--- src/inc/ptx_pkg.sv ---
package ptx_pkg;
  // register byte offsets
  localparam logic [15:0] PTX_OFS_PKT_SIZE = 16'h3800;
  localparam logic [15:0] PTX_OFS_START_ADDR = 16'h3804;
  localparam logic [15:0] PTX_OFS_XACT_CTL = 16'h3808;
  localparam logic [15:0] PTX_OFS_ENABLES = 16'h380c;
  localparam logic [15:0] PTX_OFS_NEXT_ADDR = 16'h3810;
  localparam logic [15:0] PTX_OFS_LAST_WORD = 16'h3814;
  localparam logic [15:0] PTX_OFS_COUNTS = 16'h3818;
  localparam logic [15:0] PTX_OFS_FLAGS = 16'h381c;
  localparam int PTX_WIN_LSB = 6;
  // field positions (bit 0 = lsb)
  localparam int PTX_PKT_SIZE_LSB = 16;
  localparam int PTX_CMD_LSB = 24;
  localparam int PTX_RETRY_LSB = 16;
  localparam int PTX_BEATS_LSB = 8;
  localparam int PTX_EN_RC = 31;
  localparam int PTX_EN_RF = 30;
  localparam int PTX_EN_CM = 28;
  localparam int PTX_EN_BERR = 27;
  localparam int PTX_EN_AIE = 26;
  localparam int PTX_EN_NIE = 25;
  localparam int PTX_EN_RUN = 24;
  localparam int PTX_BYTES_LSB = 16;
  localparam int PTX_FLAG_LSB = 16;
  localparam int PTX_FLAG_N = 9;
  // flag index within the flag field
  localparam int PTX_F_INIT_ABORT = 0;
  localparam int PTX_F_TGT_ABORT = 1;
  localparam int PTX_F_TRIES = 2;
  localparam int PTX_F_ILLEGAL = 3;
  localparam int PTX_F_FIFO = 4;
  localparam int PTX_F_RSV_READ = 5;
  localparam int PTX_F_RSV_WRITE = 6;
  localparam int PTX_F_RO_WRITE = 7;
  localparam int PTX_F_NORMAL = 8;
  // reset values
  localparam logic [3:0] PTX_CMD_RESET = 4'h7;
  localparam logic [31:0] PTX_ZERO_RESET = 32'h0000_0000;
  // transfer constants
  localparam logic [7:0] PTX_DEFAULT_BEATS = 8'h08;
  localparam logic [7:0] PTX_RETRY_UNLIMITED = 8'hff;
  localparam logic [15:0] PTX_BYTES_PER_BEAT = 16'h0004;
  localparam int PTX_WORD_W = 32;
  localparam int PTX_FIFO_DEPTH = 4;

  typedef enum logic [2:0] {
    PTX_IDLE = 3'b000,
    PTX_PLAN = 3'b001,
    PTX_ADDR = 3'b010,
    PTX_DATA = 3'b011,
    PTX_END = 3'b100
  } ptx_state_e;
endpackage

--- src/inc/ptx_stream_if.sv ---
`timescale 1ns/1ps
`default_nettype none
interface ptx_stream_if #(parameter int W = 32);
  logic valid;
  logic ready;
  logic [W-1:0] data;
  modport src (output valid, output data, input ready);
  modport snk (input valid, input data, output ready);
endinterface
`default_nettype wire

--- src/hdl/ptx_dma_ctl.sv ---
// Behaviour
// - controller reset holds engine, reloads next address, zeroes packets; other registers untouched
// - flush bit resets FIFO directly, independent
// - auto mode keeps address, enables packet count
// - reporting enable gives error acknowledge, no interrupt
// - abort interrupt on any abnormal packet end
// - normal-end interrupt on each good packet
// - run enable gates sending; clearing zeroes packets
// - upcoming address advances per beat, reloads
// - keep copy of last popped word
// - byte progress advances per beat, ends at size rounded down to whole words
// - auto mode: zero bytes, count packet
// - packet counter cleared by reset or run off
// - normal-end flag only for good packets
// - three bus-error flags, contents unchanged
// - FIFO fault flag follows FIFO error output
// - illegal-state flag, state returns to idle on the next clock
// - retry limit per transaction, flags excess
// - target and initiator abort flags, engine back to idle, address kept
// - flags sticky, write one clears
// - size write with run high starts packet
// - all-ones retry limit means unlimited
// - zero beats means eight; tail uses singles
// - whole words only, size low bits ignored
`timescale 1ns/1ps
`default_nettype none
module ptx_dma_ctl
  import ptx_pkg::*;
(
  // clock and reset
  input wire logic clk_sys_in,
  input wire logic reset_in,
  // register bus
  input wire logic reg_sel_in,
  input wire logic reg_write_in,
  input wire logic [15:0] reg_addr_in,
  input wire logic [3:0] reg_byte_en_in,
  input wire logic [31:0] reg_wdata_in,
  output logic [31:0] reg_rdata_out,
  output logic reg_ack_out,
  output logic transfer_error_ack_n_out,
  // word stream from the sequencer
  input wire logic word_valid_in,
  input wire logic [ptx_pkg::PTX_WORD_W-1:0] word_data_in,
  output logic word_ready_out,
  // transmit FIFO side
  input wire logic fifo_fault_in,
  output logic fifo_flush_out,
  // PCI master controller
  output logic mst_req_out,
  output logic [3:0] mst_cmd_out,
  output logic [31:0] mst_addr_out,
  output logic [7:0] mst_beats_out,
  input wire logic mst_req_ready_in,
  output logic [31:0] mst_data_out,
  output logic mst_data_valid_out,
  input wire logic mst_data_ready_in,
  input wire logic mst_done_in,
  input wire logic mst_retry_in,
  input wire logic mst_target_abort_in,
  input wire logic mst_init_abort_in,
  // interrupt
  output logic irq_out
);
  import ptx_pkg::*;

  ptx_stream_if #(.W(PTX_WORD_W)) in_s ();
  ptx_stream_if #(.W(PTX_WORD_W)) out_s ();

  logic [15:0] pkt_size_reg;
  logic [31:0] start_addr_reg;
  logic [3:0] cmd_reg;
  logic [7:0] max_retry_reg;
  logic [7:0] max_beats_reg;
  logic ctl_reset_reg;
  logic fifo_flush_reg;
  logic auto_addr_reg;
  logic berr_en_reg;
  logic abort_ie_reg;
  logic normal_ie_reg;
  logic run_en_reg;
  logic [31:0] next_addr_reg;
  logic [31:0] last_word_reg;
  logic [15:0] bytes_done_reg;
  logic [15:0] packets_done_reg;
  logic [PTX_FLAG_N-1:0] flag_reg;
  logic [PTX_FLAG_N-1:0] flag_set;
  logic [PTX_FLAG_N-1:0] flag_clr;
  logic [31:0] rdata_next;
  logic [31:0] rdata_reg;
  logic ack_reg;
  logic tea_n_reg;
  logic irq_reg;
  ptx_state_e state_reg;
  logic [7:0] beats_left_reg;
  logic [31:0] word_reg;
  logic word_valid_reg;
  logic pending_reg;
  logic in_win;
  logic hit_rw;
  logic hit_ro;
  logic hit_rsv;
  logic bad_access;
  logic wr_ok;
  logic [31:0] be_mask;
  logic [15:0] remaining;
  logic [15:0] left_after;
  logic [7:0] burst_beats;
  logic [7:0] plan_beats;
  logic beat_ok;
  logic pop;
  logic start_go;
  logic abort_evt;
  logic retry_evt;
  logic retry_over;
  logic state_bad;
  logic active;

  // register decode
  assign in_win = reg_addr_in[15:PTX_WIN_LSB] == PTX_OFS_PKT_SIZE[15:PTX_WIN_LSB];
  assign hit_rw = (reg_addr_in == PTX_OFS_PKT_SIZE) || (reg_addr_in == PTX_OFS_START_ADDR)
                  || (reg_addr_in == PTX_OFS_XACT_CTL) || (reg_addr_in == PTX_OFS_ENABLES)
                  || (reg_addr_in == PTX_OFS_FLAGS);
  assign hit_ro = (reg_addr_in == PTX_OFS_NEXT_ADDR) || (reg_addr_in == PTX_OFS_LAST_WORD)
                  || (reg_addr_in == PTX_OFS_COUNTS);
  assign hit_rsv = in_win && !hit_rw && !hit_ro;
  assign bad_access = reg_sel_in && ((reg_write_in && (hit_ro || hit_rsv)) || hit_rsv);
  assign wr_ok = reg_sel_in && reg_write_in && hit_rw;

  genvar gi;
  generate
    for (gi = 0; gi < 4; gi++)
    begin : g_be
      assign be_mask[gi*8 +: 8] = {8{reg_byte_en_in[gi]}};
    end
  endgenerate

  // answer one cycle after the request
  always_ff @(posedge clk_sys_in)
  begin
    if (reset_in)
    begin
      ack_reg <= 1'b0;
      tea_n_reg <= 1'b1;
    end
    else
    begin
      ack_reg <= reg_sel_in && !(bad_access && berr_en_reg);
      tea_n_reg <= !(bad_access && berr_en_reg);
    end
  end

  always_comb
  begin
    rdata_next = PTX_ZERO_RESET;
    if (reg_addr_in == PTX_OFS_PKT_SIZE)
      rdata_next[PTX_PKT_SIZE_LSB +: 16] = pkt_size_reg;
    else if (reg_addr_in == PTX_OFS_START_ADDR)
      rdata_next = start_addr_reg;
    else if (reg_addr_in == PTX_OFS_XACT_CTL)
      rdata_next = {4'h0, cmd_reg, max_retry_reg, max_beats_reg, 8'h00};
    else if (reg_addr_in == PTX_OFS_ENABLES)
      rdata_next[31:24] = {ctl_reset_reg, fifo_flush_reg, 1'b0, auto_addr_reg,
                           berr_en_reg, abort_ie_reg, normal_ie_reg, run_en_reg};
    else if (reg_addr_in == PTX_OFS_NEXT_ADDR)
      rdata_next = next_addr_reg;
    else if (reg_addr_in == PTX_OFS_LAST_WORD)
      rdata_next = last_word_reg;
    else if (reg_addr_in == PTX_OFS_COUNTS)
      rdata_next = {bytes_done_reg, packets_done_reg};
    else if (reg_addr_in == PTX_OFS_FLAGS)
      rdata_next[PTX_FLAG_LSB +: PTX_FLAG_N] = flag_reg;
  end

  always_ff @(posedge clk_sys_in)
  begin
    if (reset_in)
      rdata_reg <= PTX_ZERO_RESET;
    else if (reg_sel_in && !reg_write_in)
      rdata_reg <= rdata_next;
  end

  // writable registers; bad accesses alter only the error flags
  always_ff @(posedge clk_sys_in)
  begin
    if (reset_in)
    begin
      pkt_size_reg <= 16'h0000;
      start_addr_reg <= PTX_ZERO_RESET;
      cmd_reg <= PTX_CMD_RESET;
      max_retry_reg <= 8'h00;
      max_beats_reg <= 8'h00;
    end
    else if (wr_ok)
    begin
      if (reg_addr_in == PTX_OFS_PKT_SIZE)
        pkt_size_reg <= (pkt_size_reg & ~be_mask[31:16]) | (reg_wdata_in[31:16] & be_mask[31:16]);
      if (reg_addr_in == PTX_OFS_START_ADDR)
        start_addr_reg <= (start_addr_reg & ~be_mask) | (reg_wdata_in & be_mask);
      if (reg_addr_in == PTX_OFS_XACT_CTL)
      begin
        if (reg_byte_en_in[3])
          cmd_reg <= reg_wdata_in[PTX_CMD_LSB +: 4];
        if (reg_byte_en_in[2])
          max_retry_reg <= reg_wdata_in[PTX_RETRY_LSB +: 8];
        if (reg_byte_en_in[1])
          max_beats_reg <= reg_wdata_in[PTX_BEATS_LSB +: 8];
      end
    end
  end

  always_ff @(posedge clk_sys_in)
  begin
    if (reset_in)
    begin
      ctl_reset_reg <= 1'b0;
      fifo_flush_reg <= 1'b0;
      auto_addr_reg <= 1'b0;
      berr_en_reg <= 1'b0;
      abort_ie_reg <= 1'b0;
      normal_ie_reg <= 1'b0;
      run_en_reg <= 1'b0;
    end
    else if (wr_ok && reg_addr_in == PTX_OFS_ENABLES && reg_byte_en_in[3])
    begin
      ctl_reset_reg <= reg_wdata_in[PTX_EN_RC];
      fifo_flush_reg <= reg_wdata_in[PTX_EN_RF];
      auto_addr_reg <= reg_wdata_in[PTX_EN_CM];
      berr_en_reg <= reg_wdata_in[PTX_EN_BERR];
      abort_ie_reg <= reg_wdata_in[PTX_EN_AIE];
      normal_ie_reg <= reg_wdata_in[PTX_EN_NIE];
      run_en_reg <= reg_wdata_in[PTX_EN_RUN];
    end
  end

  // sticky flags, set wins over clear
  assign flag_clr = (wr_ok && reg_addr_in == PTX_OFS_FLAGS)
                    ? (reg_wdata_in[PTX_FLAG_LSB +: PTX_FLAG_N] & be_mask[PTX_FLAG_LSB +: PTX_FLAG_N])
                    : '0;

  always_comb
  begin
    flag_set = '0;
    flag_set[PTX_F_NORMAL] = (state_reg == PTX_END);
    flag_set[PTX_F_RO_WRITE] = reg_sel_in && reg_write_in && hit_ro;
    flag_set[PTX_F_RSV_WRITE] = reg_sel_in && reg_write_in && hit_rsv;
    flag_set[PTX_F_RSV_READ] = reg_sel_in && !reg_write_in && hit_rsv;
    flag_set[PTX_F_FIFO] = fifo_fault_in;
    flag_set[PTX_F_ILLEGAL] = state_bad;
    flag_set[PTX_F_TRIES] = retry_over;
    flag_set[PTX_F_TGT_ABORT] = active && mst_target_abort_in;
    flag_set[PTX_F_INIT_ABORT] = active && mst_init_abort_in;
  end

  always_ff @(posedge clk_sys_in)
  begin
    if (reset_in)
      flag_reg <= '0;
    else
      flag_reg <= (flag_reg & ~flag_clr) | flag_set;
  end

  always_ff @(posedge clk_sys_in)
  begin
    if (reset_in)
      irq_reg <= 1'b0;
    else
      irq_reg <= (abort_ie_reg && (|flag_reg[PTX_F_FIFO:PTX_F_INIT_ABORT]))
                 || (normal_ie_reg && flag_reg[PTX_F_NORMAL]);
  end

  // packet sequencing
  assign active = (state_reg == PTX_ADDR) || (state_reg == PTX_DATA);
  assign abort_evt = active && (mst_target_abort_in || mst_init_abort_in);
  assign retry_evt = active && mst_retry_in;
  assign state_bad = !(state_reg inside {PTX_IDLE, PTX_PLAN, PTX_ADDR, PTX_DATA, PTX_END});
  assign start_go = (state_reg == PTX_IDLE) && pending_reg && run_en_reg;
  assign remaining = {2'b00, pkt_size_reg[15:2]} - {2'b00, bytes_done_reg[15:2]};
  assign left_after = remaining - {15'h0000, beat_ok};
  assign burst_beats = (max_beats_reg == 8'h00) ? PTX_DEFAULT_BEATS : max_beats_reg;
  assign plan_beats = (remaining >= {8'h00, burst_beats}) ? burst_beats : 8'h01;
  assign beat_ok = (state_reg == PTX_DATA) && word_valid_reg && mst_data_ready_in;

  // a size write only counts with controller reset low
  always_ff @(posedge clk_sys_in)
  begin
    if (reset_in || ctl_reset_reg)
      pending_reg <= 1'b0;
    else if (wr_ok && reg_addr_in == PTX_OFS_PKT_SIZE)
      pending_reg <= 1'b1;
    else if (start_go)
      pending_reg <= 1'b0;
  end

  always_ff @(posedge clk_sys_in)
  begin
    if (reset_in || ctl_reset_reg)
      state_reg <= PTX_IDLE;
    else
    begin
      unique case (state_reg)
        PTX_IDLE:
          if (start_go)
            state_reg <= PTX_PLAN;
        PTX_PLAN:
          state_reg <= (remaining == 16'h0000) ? PTX_END : PTX_ADDR;
        PTX_ADDR:
          if (abort_evt || retry_over)
            state_reg <= PTX_IDLE;
          else if (run_en_reg && mst_req_ready_in && !mst_retry_in)
            state_reg <= PTX_DATA;
        PTX_DATA:
          if (abort_evt || retry_over)
            state_reg <= PTX_IDLE;
          else if (mst_retry_in)
            state_reg <= PTX_ADDR;
          else if (mst_done_in)
            state_reg <= (left_after == 16'h0000) ? PTX_END : PTX_PLAN;
        PTX_END:
          state_reg <= PTX_IDLE;
        default:
          state_reg <= PTX_IDLE;
      endcase
    end
  end

  always_ff @(posedge clk_sys_in)
  begin
    if (reset_in || ctl_reset_reg)
      beats_left_reg <= 8'h00;
    else if (state_reg == PTX_PLAN)
      beats_left_reg <= plan_beats;
    else if (beat_ok)
      beats_left_reg <= beats_left_reg - 8'h01;
  end

  always_ff @(posedge clk_sys_in)
  begin
    if (reset_in)
      next_addr_reg <= PTX_ZERO_RESET;
    else if (ctl_reset_reg)
      next_addr_reg <= start_addr_reg;
    else if (start_go && !auto_addr_reg)
      next_addr_reg <= start_addr_reg;
    else if (beat_ok)
      next_addr_reg <= next_addr_reg + {16'h0000, PTX_BYTES_PER_BEAT};
  end

  always_ff @(posedge clk_sys_in)
  begin
    if (reset_in || start_go)
      bytes_done_reg <= 16'h0000;
    else if (state_reg == PTX_END && auto_addr_reg)
      bytes_done_reg <= 16'h0000;
    else if (beat_ok)
      bytes_done_reg <= bytes_done_reg + PTX_BYTES_PER_BEAT;
  end

  always_ff @(posedge clk_sys_in)
  begin
    if (reset_in || ctl_reset_reg || !run_en_reg)
      packets_done_reg <= 16'h0000;
    else if (state_reg == PTX_END && auto_addr_reg)
      packets_done_reg <= packets_done_reg + 16'h0001;
  end

  // word holding stage toward the PCI master
  assign out_s.ready = (state_reg == PTX_DATA) && !ctl_reset_reg
                       && (word_valid_reg ? (beat_ok && beats_left_reg > 8'h01)
                                          : (beats_left_reg != 8'h00));
  assign pop = out_s.valid && out_s.ready;

  always_ff @(posedge clk_sys_in)
  begin
    if (reset_in || ctl_reset_reg || abort_evt || retry_over)
    begin
      word_valid_reg <= 1'b0;
      word_reg <= PTX_ZERO_RESET;
    end
    else if (pop)
    begin
      word_valid_reg <= 1'b1;
      word_reg <= out_s.data;
    end
    else if (beat_ok)
      word_valid_reg <= 1'b0;
  end

  always_ff @(posedge clk_sys_in)
  begin
    if (reset_in)
      last_word_reg <= PTX_ZERO_RESET;
    else if (pop)
      last_word_reg <= out_s.data;
  end

  assign in_s.valid = word_valid_in;
  assign in_s.data = word_data_in;

  ptx_fifo #(.W(PTX_WORD_W), .DEPTH(PTX_FIFO_DEPTH)) u_fifo (
    .clk_sys_in(clk_sys_in),
    .reset_in(reset_in),
    .flush_in(fifo_flush_reg),
    .wr(in_s),
    .rd(out_s)
  );

  ptx_retry_guard u_retry (
    .clk_sys_in(clk_sys_in),
    .reset_in(reset_in || ctl_reset_reg),
    .restart_in(state_reg == PTX_PLAN),
    .retry_in(retry_evt),
    .limit_in(max_retry_reg),
    .exceeded_out(retry_over)
  );

  // outputs
  assign word_ready_out = in_s.ready;
  assign fifo_flush_out = fifo_flush_reg;
  assign reg_rdata_out = rdata_reg;
  assign reg_ack_out = ack_reg;
  assign transfer_error_ack_n_out = tea_n_reg;
  assign irq_out = irq_reg;
  assign mst_req_out = (state_reg == PTX_ADDR) && run_en_reg && !ctl_reset_reg;
  assign mst_cmd_out = cmd_reg;
  assign mst_addr_out = next_addr_reg;
  assign mst_beats_out = beats_left_reg;
  assign mst_data_out = word_reg;
  assign mst_data_valid_out = (state_reg == PTX_DATA) && word_valid_reg;
endmodule
`default_nettype wire

--- src/hdl/ptx_fifo.sv ---
`timescale 1ns/1ps
`default_nettype none
module ptx_fifo #(
  parameter int W = 32,
  parameter int DEPTH = 4
) (
  // clock and reset
  input wire logic clk_sys_in,
  input wire logic reset_in,
  input wire logic flush_in,
  // streams
  ptx_stream_if.snk wr,
  ptx_stream_if.src rd
);
  localparam int AW = $clog2(DEPTH);
  logic [W-1:0] mem_reg [DEPTH];
  logic [AW-1:0] wr_ptr_reg;
  logic [AW-1:0] rd_ptr_reg;
  logic [AW:0] count_reg;
  logic push;
  logic pop;

  assign wr.ready = (count_reg != (AW+1)'(DEPTH));
  assign rd.valid = (count_reg != '0);
  assign rd.data = mem_reg[rd_ptr_reg];
  assign push = wr.valid & wr.ready;
  assign pop = rd.valid & rd.ready;

  always_ff @(posedge clk_sys_in)
  begin
    if (push)
      mem_reg[wr_ptr_reg] <= wr.data;
  end

  always_ff @(posedge clk_sys_in)
  begin
    if (reset_in || flush_in)
    begin
      wr_ptr_reg <= '0;
      rd_ptr_reg <= '0;
      count_reg <= '0;
    end
    else
    begin
      if (push)
        wr_ptr_reg <= (wr_ptr_reg == AW'(DEPTH - 1)) ? '0 : wr_ptr_reg + 1'b1;
      if (pop)
        rd_ptr_reg <= (rd_ptr_reg == AW'(DEPTH - 1)) ? '0 : rd_ptr_reg + 1'b1;
      if (push && !pop)
        count_reg <= count_reg + 1'b1;
      else if (pop && !push)
        count_reg <= count_reg - 1'b1;
    end
  end
endmodule
`default_nettype wire

--- src/hdl/ptx_retry_guard.sv ---
`timescale 1ns/1ps
`default_nettype none
module ptx_retry_guard
  import ptx_pkg::*;
(
  // clock and reset
  input wire logic clk_sys_in,
  input wire logic reset_in,
  // control
  input wire logic restart_in,
  input wire logic retry_in,
  input wire logic [7:0] limit_in,
  // result
  output logic exceeded_out
);
  logic [7:0] count_reg;

  // counts retries of one transaction only
  always_ff @(posedge clk_sys_in)
  begin
    if (reset_in || restart_in)
      count_reg <= 8'h00;
    else if (retry_in && count_reg != 8'hff)
      count_reg <= count_reg + 8'h01;
  end

  assign exceeded_out = retry_in && (limit_in != 8'h00) && (limit_in != PTX_RETRY_UNLIMITED)
                        && (count_reg >= limit_in);
endmodule
`default_nettype wire

--- config.mk ---
export PLATFORM = sky130hd
export DESIGN_NAME = ptx_dma_ctl
export DESIGN_NICKNAME = d
export VERILOG_FILES = /design/src/inc/ptx_pkg.sv /design/src/inc/ptx_stream_if.sv /design/src/hdl/ptx_dma_ctl.sv /design/src/hdl/ptx_fifo.sv /design/src/hdl/ptx_retry_guard.sv
export SDC_FILE = /design/constraint.sdc
export NUM_CORES = 1
export LEC_CHECK = 0
export ABC_AREA = 1
export BUFFER_PORTS_ARGS = -buffer_cell sky130_fd_sc_hd__clkbuf_2
export CORE_ASPECT_RATIO = 0.75
export CORE_MARGIN = 2
export CORE_UTILIZATION = 59
export CTS_CLUSTER_DIAMETER = 100
export DETAILED_ROUTE_END_ITERATION = 8
export GPL_TIMING_DRIVEN = 0
export PLACE_DENSITY = 0.82
export SKIP_LAST_GASP = 1
export SYNTH_ARGS = -nofsm -noshare
export SYNTH_HDL_FRONTEND = slang
export SYNTH_HIERARCHICAL = 1
export SYNTH_SLANG_ARGS = --single-unit
--- constraint.sdc ---
create_clock -name clk_sys_in -period 3.5 [get_ports clk_sys_in]
set_clock_uncertainty 0.2 [all_clocks]
set_input_delay 0.175 -clock clk_sys_in [delete_from_list [all_inputs] [get_ports clk_sys_in]]
set_output_delay 0.175 -clock clk_sys_in [all_outputs]
set_load 0.1 [all_outputs]
Word-level counts from Yosys, hierarchy flattened. Memory sizes are Yosys's and may differ from the RTL's. A register that Yosys moved wholly into a read port is not among the register bits. Cells that the tools add are included.

Register bits after elaboration: 275. Bits in writable memories: 128. Bits of input ports: 96. Logic and storage cells: 215. Memories: 1.

Add/sub/neg operators: 11. $lt $le $gt $ge: 3. Equal/unequal tests: 21. Multiplexer cells: 42. Bitwise operators: 14. Reductions and logical operators: 93.

Memory list: u_fifo.mem_reg (depth 4, bits a word 32, read ports 1, clocked after Yosys merged registers in 1, write ports 1, line ptx_fifo.sv:16) `logic [W-1:0] mem_reg [DEPTH];`.

Operator list (number): 2-to-1 mux 32 bit (7); equality test 16 x 14 -> 1 bit, second input constant (8); bitwise AND 32 bit (2); 2-to-1 mux 16 bit (3); logical AND 1 bit (42); 2-to-1 mux 8 bit (5); adder 32 x 3 -> 32 bit, second input constant (1); bitwise AND 16 bit (2); logical NOT 16 bit (2); NOT 32 bit (1); bitwise OR 32 bit (1); 2-to-1 mux 3 bit (10); 2-to-1 mux 9 bit (3); 2-to-1 mux 24 bit (1); logical OR 1 bit (19); bitwise AND 9 bit (2); adder 16 x 1 -> 16 bit, second input constant (1); adder 16 x 3 -> 16 bit, second input constant (1); greater-or-equal comparator 16 x 8 -> 1 bit (1); inequality test 8 bit, second input constant (2); NOT 16 bit (1); bitwise OR 16 bit (1); nonzero test 8 bit (2); subtractor 15 x 2 -> 16 bit (1); other kinds (34) (65).

Logic depth before layout (Yosys ltp). Gate-level depths: netlist of run 1.

Depth after elaboration: 15. Mapped depth: 22. Depth with buffers taken out: 22.

Cells and area by module. The synthesis of run 1 kept the hierarchy.

Modules (own cells, without submodules): ptx_dma_ctl (instances 1, cells an instance 1889, area an instance 13116.3 µm²); ptx_fifo (instances 1, cells an instance 378, area an instance 5275.1 µm²); ptx_retry_guard (instances 1, cells an instance 107, area an instance 688.2 µm²).

Worst setup path before layout of run 1. OpenSTA, ideal clock, no wires.

Path type: flip-flop to output port. Start: reg state_reg[1]. End: out mst_req_out. Data arrival time: 3.438 ns. Data required time: 3.125 ns. Path slack: -0.313 ns. Cell stages (with the launch flop): 5. Cell sequence: dfxtp_1 -> inv_1 -> nor2_1 -> inv_1 -> nor4_1.

Longest elaborated chain between the ends: 3.

RTL lines: from (decl) (line ptx_dma_ctl.sv:94) `ptx_state_e state_reg;`; from (signal assigned) (line ptx_dma_ctl.sv:306) `state_reg <= (remaining == 16'h0000) ? PTX_END : PTX_ADDR;`; from (signal assigned) (line ptx_dma_ctl.sv:318) `state_reg <= (left_after == 16'h0000) ? PTX_END : PTX_PLAN;`; equality test 3 x 2 -> 1 bit (line ptx_dma_ctl.sv:424) `assign mst_req_out = (state_reg == PTX_ADDR) && run_en_reg && !ctl_reset_reg;`; logical AND 1 bit (2 in series) (line ptx_dma_ctl.sv:424); to (decl) (line ptx_dma_ctl.sv:50) `output logic mst_req_out,`.

Every way passes these cells.

==> flow_metrics.tcl, run 1 <==
set metrics [dict create \
    report.final.slew_viol_count 0 \
    yosysTopAreaCell "dfxtp_1" \
    grt_pass1_vias 17906 \
    status "finished, final reports clean" \
    multi_input_area_sq_mm 0.00835 \
    async_flop_share_pct 0 \
    stdcell_area_sq_mm 0.0231 \
    grt.overflow.total 0 \
    vdd_drop_max_uv 386 \
    min_period_over_period_pct 97.5 \
    startpoint_type "primary input" \
    max_freq_ghz 0.293 \
    avgSynthCellArea_sq_um 8.04 \
    crit_type "in -> reg" \
    hpwl_microns 49100 \
    cp-end-kind "register" \
    ys_types 59 \
    design.die.area_sq_mm 0.0338 \
    layout-drive-gt1-share_pct 13.8 \
    cts_max_level 2 \
    grt_first_pass_wirelength_microns 99900 \
    root_buffer "clkbuf_16" \
    die_w_microns 212 \
    ys_seq_elements 403 \
    p_leak_uw 0.00922 \
    clk_path_buf_depth 3 \
    syn_area_sq_mm 0.0191 \
    hold_viol 0 \
    final_util_pct 73.3 \
    wl_per_cell_microns 20.8 \
    first_iter_violations 2577 \
    path_max_fanout 7 \
    power_uw 9890 \
    synth_edf_count 128 \
    yosys-top-cells-count "477 x nand2_1, 298 x a21oi_1, 275 x dfxtp_1, 244 x inv_1, 199 x nor2_1" \
    die_h_microns 160 \
    power_density_mw_per_mm2 428 \
    antenna_found_initial 0 \
    synth_top_area_share_pct 28.9 \
    nNetsFinal 2871 \
    seqCellArea_sq_mm 0.00935 \
    pre_cts_ws_ps -85.1 \
    cap_violations 0 \
    numCtsBuffers 40 \
    place_congestion 1.01 \
    finalSetupViolations 0 \
    ioPinCount 211 \
    post-route-drc-count 0 \
    start_util_pct 60.5 \
    syn_inst 2374 \
    vias_per_cell 6.09 \
    cts_tree "yes" \
    synthTopCellsByArea "dfxtp_1 29%, edfxtp_1 20%, nand2_1 9.4%, a21oi_1 7.8%, o21ai_0 5.0%" \
    seq_area_frac_synth_pct 49.0 \
    max-slew-margin-rel_pct 28.0 \
    grt_start_max_net_pins 30 \
    finalCriticalPeriod_ps 3410 \
    tightest_slew_ps 1070 \
    drt_wl_total_microns 65900 \
    worstSkewPairLatency_ps 560 \
    critPathRequiredTime_ps 3740 \
    clk_pin_slew_ps 60 \
    dpl_cell_area_sq_mm 0.0208 \
    min_path_type "in -> reg" \
    grt_usage_pct 38.3 \
    portBuffers 209 \
    n_fill_cell 2329 \
    worst_slack_ps 86.4 \
    ant_nets 0 \
    route.vias.total 19293 \
    cts.sinks 403 \
    detail_route.first_pass.iterations 6 \
    yosysMostFrequentCell "nand2_1" \
    core_sq_mm 0.0315 \
    crit_arrival_ps 3650 \
    area_growth_pct 21.1 \
    ys.warnings.count 6 \
    row_count 56 \
    synth_flop_cell "dfxtp_1" \
    synth_nets 2516 \
]
cell usage in the layout (no fill, tap or decap), drive strengths merged, types with 14 or more instances in the layout:
master	Yosys	routed
nor2	214	214
buf	38	44
dlygate4sd3	0	99
xor2	28	28
nand4	32	32
nor3	39	39
ha	44	44
clkbuf	53	321
nand3	105	105
inv	257	260
nand2	484	484
a21oi	299	299
edfxtp	128	128
o22ai	43	43
dfxtp	275	275
o221ai	14	14
o211ai	20	20
o21ai	236	236
power breakdown:
group	switching (uW)	internal (uW)	total, uW	leakage [uW]
Clock	1850	2510	4370	0.000652
Combinational	366	191	558	0.00518
Sequential	31.3	4930	4960	0.00339
Total	2250	7630	9890	0.00922
area by class of cell:
cell class                 instances  share of cell area [%]
antenna                            1                  0.0108
buffer                            90                    2.01
clock buffer                      60                    5.14
clock inverter                    14                   0.590
inverter                         258                    4.22
multi-input combinational       1622                    36.1
sequential                       403                    40.5
tap                              406                    2.20
timing repair buffer             314                    9.26
metrics by stage:
stage,setup TNS (ps),instances,hold slack (ps)
global route,-17.9,3167,85.2
floorplan,0,2374,51.8
finish,0,3168,78.0
CTS,0,3165,17.9
global placement,-27800,2989,177
detailed placement,-141,2993,187
logic make-up after synthesis:
family          count (synthesis)  synth area share [%]
simple gates                  900                  20.6
compound gates                644                  18.2
flops                         403                  49.0
buf+inv                       349                  7.57
fa+ha+maj                      46                  3.10
xor+xnor                       32                  1.47
final timing paths:
kind	start	endpoint	slack, ps	cells past startpoint
setup reg to reg	state_reg[0]	mst_addr_out[6]	150	13
hold reg to reg	last_word_reg[19]	last_word_reg[19]	270	2
hold / removal	reg_byte_en_in[0]	register	80	4
setup / recovery	reg_addr_in[1]	register	90	17
critical path: stages:
cell,delay (ps)
clkbuf_2,80
nor2_1,150
inv_2,60
nor2_1,220
inv_1,140
nor2_1,230
nand2_1,140
nor2_4,250
inv_1,160
nand3_1,100
o21ai_1,120
nor2_4,230
nand2_1,190
o21ai_1,220
dlygate4sd3_1,570
a21oi_1,40
dlygate4sd3_1,560
per-layer routing:
layer  global-route usage [%]  share of wire [%]  wire length [microns]  up-vias
met3                     8.14                 13                   8400      146
li1                         -                  -                      -     8784
met5                        0                  0                      0        -
met1                     56.5                 42                  27900     9123
met4                     12.7                3.2                   2130        0
met2                     55.7                 42                  27500     1240
timing repair:
item,in CTS,in global routing
buffers inserted,0,2
resized for setup,0,8
endpoints found under the hold margin,229,0
hold buffers,99,0
pin swaps,0,1
endpoints found under the setup margin,2,39
No activity file was read; power rests on OpenSTA's default activity.
==> inputs of run 2 (changes only) <==
- CTS_BUF_LIST: unset -> sky130_fd_sc_hd__clkbuf_16
==> flow_metrics.tcl, run 2 (synthesis gave the netlist of run 1 again) <==
set metrics [dict create \
    ant_nets 0 \
    met2_wirelength_microns 27400 \
    seqCellArea_sq_mm 0.00935 \
    cap_violations 0 \
    first_iter_violations 2486 \
    nNetsFinal 2871 \
    max_freq_ghz 0.294 \
    root_buffer "clkbuf_16" \
    worstPathCellList "clkbuf_2 -> nor2_1 -> inv_2 -> nor2_1 -> inv_1 -> nor2_1 -> nand2_1 -> nor2_4 -> inv_1 -> nand3_1 -> o21ai_1 -> nor2_4 -> nand2_1 -> o21ai_0 -> dlygate4sd3_1 -> a21oi_1 -> dlygate4sd3_1" \
    post-route-drc-count 0 \
    wl_per_cell_microns 20.8 \
    critPathSlowestCell "dlygate4sd3_1" \
    crit_arrival_ps 3640 \
    row_count 56 \
    grt_pass1_vias 17893 \
    core_sq_mm 0.0315 \
    status "finished, final reports clean" \
    vias_per_cell 6.07 \
    ioPinCount 211 \
    finalSetupViolations 0 \
    tightest_slew_ps 1140 \
    cp_slowest_stage_delay_ps 570 \
    area_growth_pct 20.7 \
    hold_ws_ps 76.9 \
    path_buf_inv 6 \
    min_period_over_period_pct 97.3 \
    route.vias.total 19231 \
    n_fill_cell 2342 \
    crit_type "in -> reg" \
    critPathRequiredTime_ps 3730 \
    p_leak_uw 0.00923 \
    place_congestion 1.01 \
    max-slew-margin-rel_pct 23.1 \
    final_common_cell "nand2_1" \
    antenna_found_initial 0 \
    power_density_mw_per_mm2 421 \
    top_layer "met4" \
    hold_viol 0 \
    start_util_pct 60.5 \
    drt_wl_total_microns 65900 \
    detail_route.first_pass.iterations 6 \
    min_path_type "in -> reg" \
    drt-met1-wl_microns 27600 \
    die_w_microns 212 \
    die_h_microns 160 \
    grt_start_max_net_pins 30 \
    fin_setup_tns_ps 0 \
    report.final.slew_viol_count 0 \
    vdd_drop_max_uv 383 \
    design.die.area_sq_mm 0.0338 \
    cp-end-kind "register" \
    crit_family "buffers and inverters" \
    grt.overflow.total 0 \
    cts_tree "yes" \
    path_max_fanout 7 \
    grt_usage_pct 38.2 \
    clk_path_buf_depth 3 \
    routed-wl-met3_microns 8720 \
    portBuffers 209 \
    cts_max_level 2 \
    startpoint_type "primary input" \
    worstSkewPairLatency_ps 560 \
    final_cell_mix "477 x nand2_1, 297 x a21oi_1, 275 x dfxtp_1" \
    finalCriticalPeriod_ps 3410 \
    grt_first_pass_wirelength_microns 99800 \
    hpwl_microns 49100 \
    cts.sinks 403 \
    layout-drive-gt1-share_pct 13.6 \
    numCtsBuffers 40 \
    clk_pin_slew_ps 60 \
    cpMostUsedCell "nor2_1" \
    multi_input_area_sq_mm 0.00834 \
]
-- run 2: per-layer routing --
metal	track usage [%]	vias to the layer above
li1	-	8786
met1	56.6	9009
met2	55.8	1280
met3	8.06	156
met4	12.3	0
met5	0	-
-- run 2: layout make-up --
class	count	area share (%)
flip-flops and latches	403	40.6
multi-input cells	1622	36.2
repair buffers	314	9.29
clock buffers	42	4.56
inverters	258	4.24
well taps	406	2.20
plain buffers	90	2.01
clock inverters	32	0.885
diodes	1	0.0109
-- run 2: report_power, final --
part | switching (uW) | internal (uW) | total, uW
Clock | 1840 | 2330 | 4170
Combinational | 365 | 191 | 556
Sequential | 30.8 | 4930 | 4960
Total | 2240 | 7450 | 9690
-- run 2: final timing paths --
check	startpoint	endpoint	slack (ps)	depth (start not counted)
max	reg_addr_in[1]	register	90	17
min reg2reg	reg_rdata_out[14]	reg_rdata_out[14]	270	2
min	reg_byte_en_in[2]	flag_reg[2]	80	4
max reg2reg	state_reg[2]	state_reg[1]	170	17
-- run 2: repair_timing --
item | 4_1_cts | 5_1_grt
setup endpoints to repair | 2 | 39
pin swaps | 0 | 1
endpoints found under the hold margin | 229 | 0
gates resized for setup | 0 | 8
hold buffers | 99 | 0
buffers inserted | 0 | 2
-- run 2: worst reg2reg max path, cell delays in order (launching register included) --
cell and delay, ps:
dfxtp_1 370, nor2_2 240, inv_1 130, nor2_2 260
clkbuf_2 280, o21ai_0 110, nor2_1 110, nand2_1 60
inv_1 60, inv_1 100, and3_1 270, nand2_1 90
nor2_1 50, inv_1 80, nor2_1 60, nor2_1 120
dlygate4sd3_1 570, a21oi_1 60
-- run 2: per-stage QoR --
stage               std cells  worst slack [ps]  power [uW]  util [%]  area, sq um
global placement         2989              -360        5490      65.5        20600
global route             3167             -17.8        9930      73.1        23000
CTS                      3165               154        9680      73.0        23000
floorplan                2374               121        5300         -        19100
detailed placement       2993             -85.1        5520      65.8        20800
finish                   3168              92.9        9690      73.1        23000
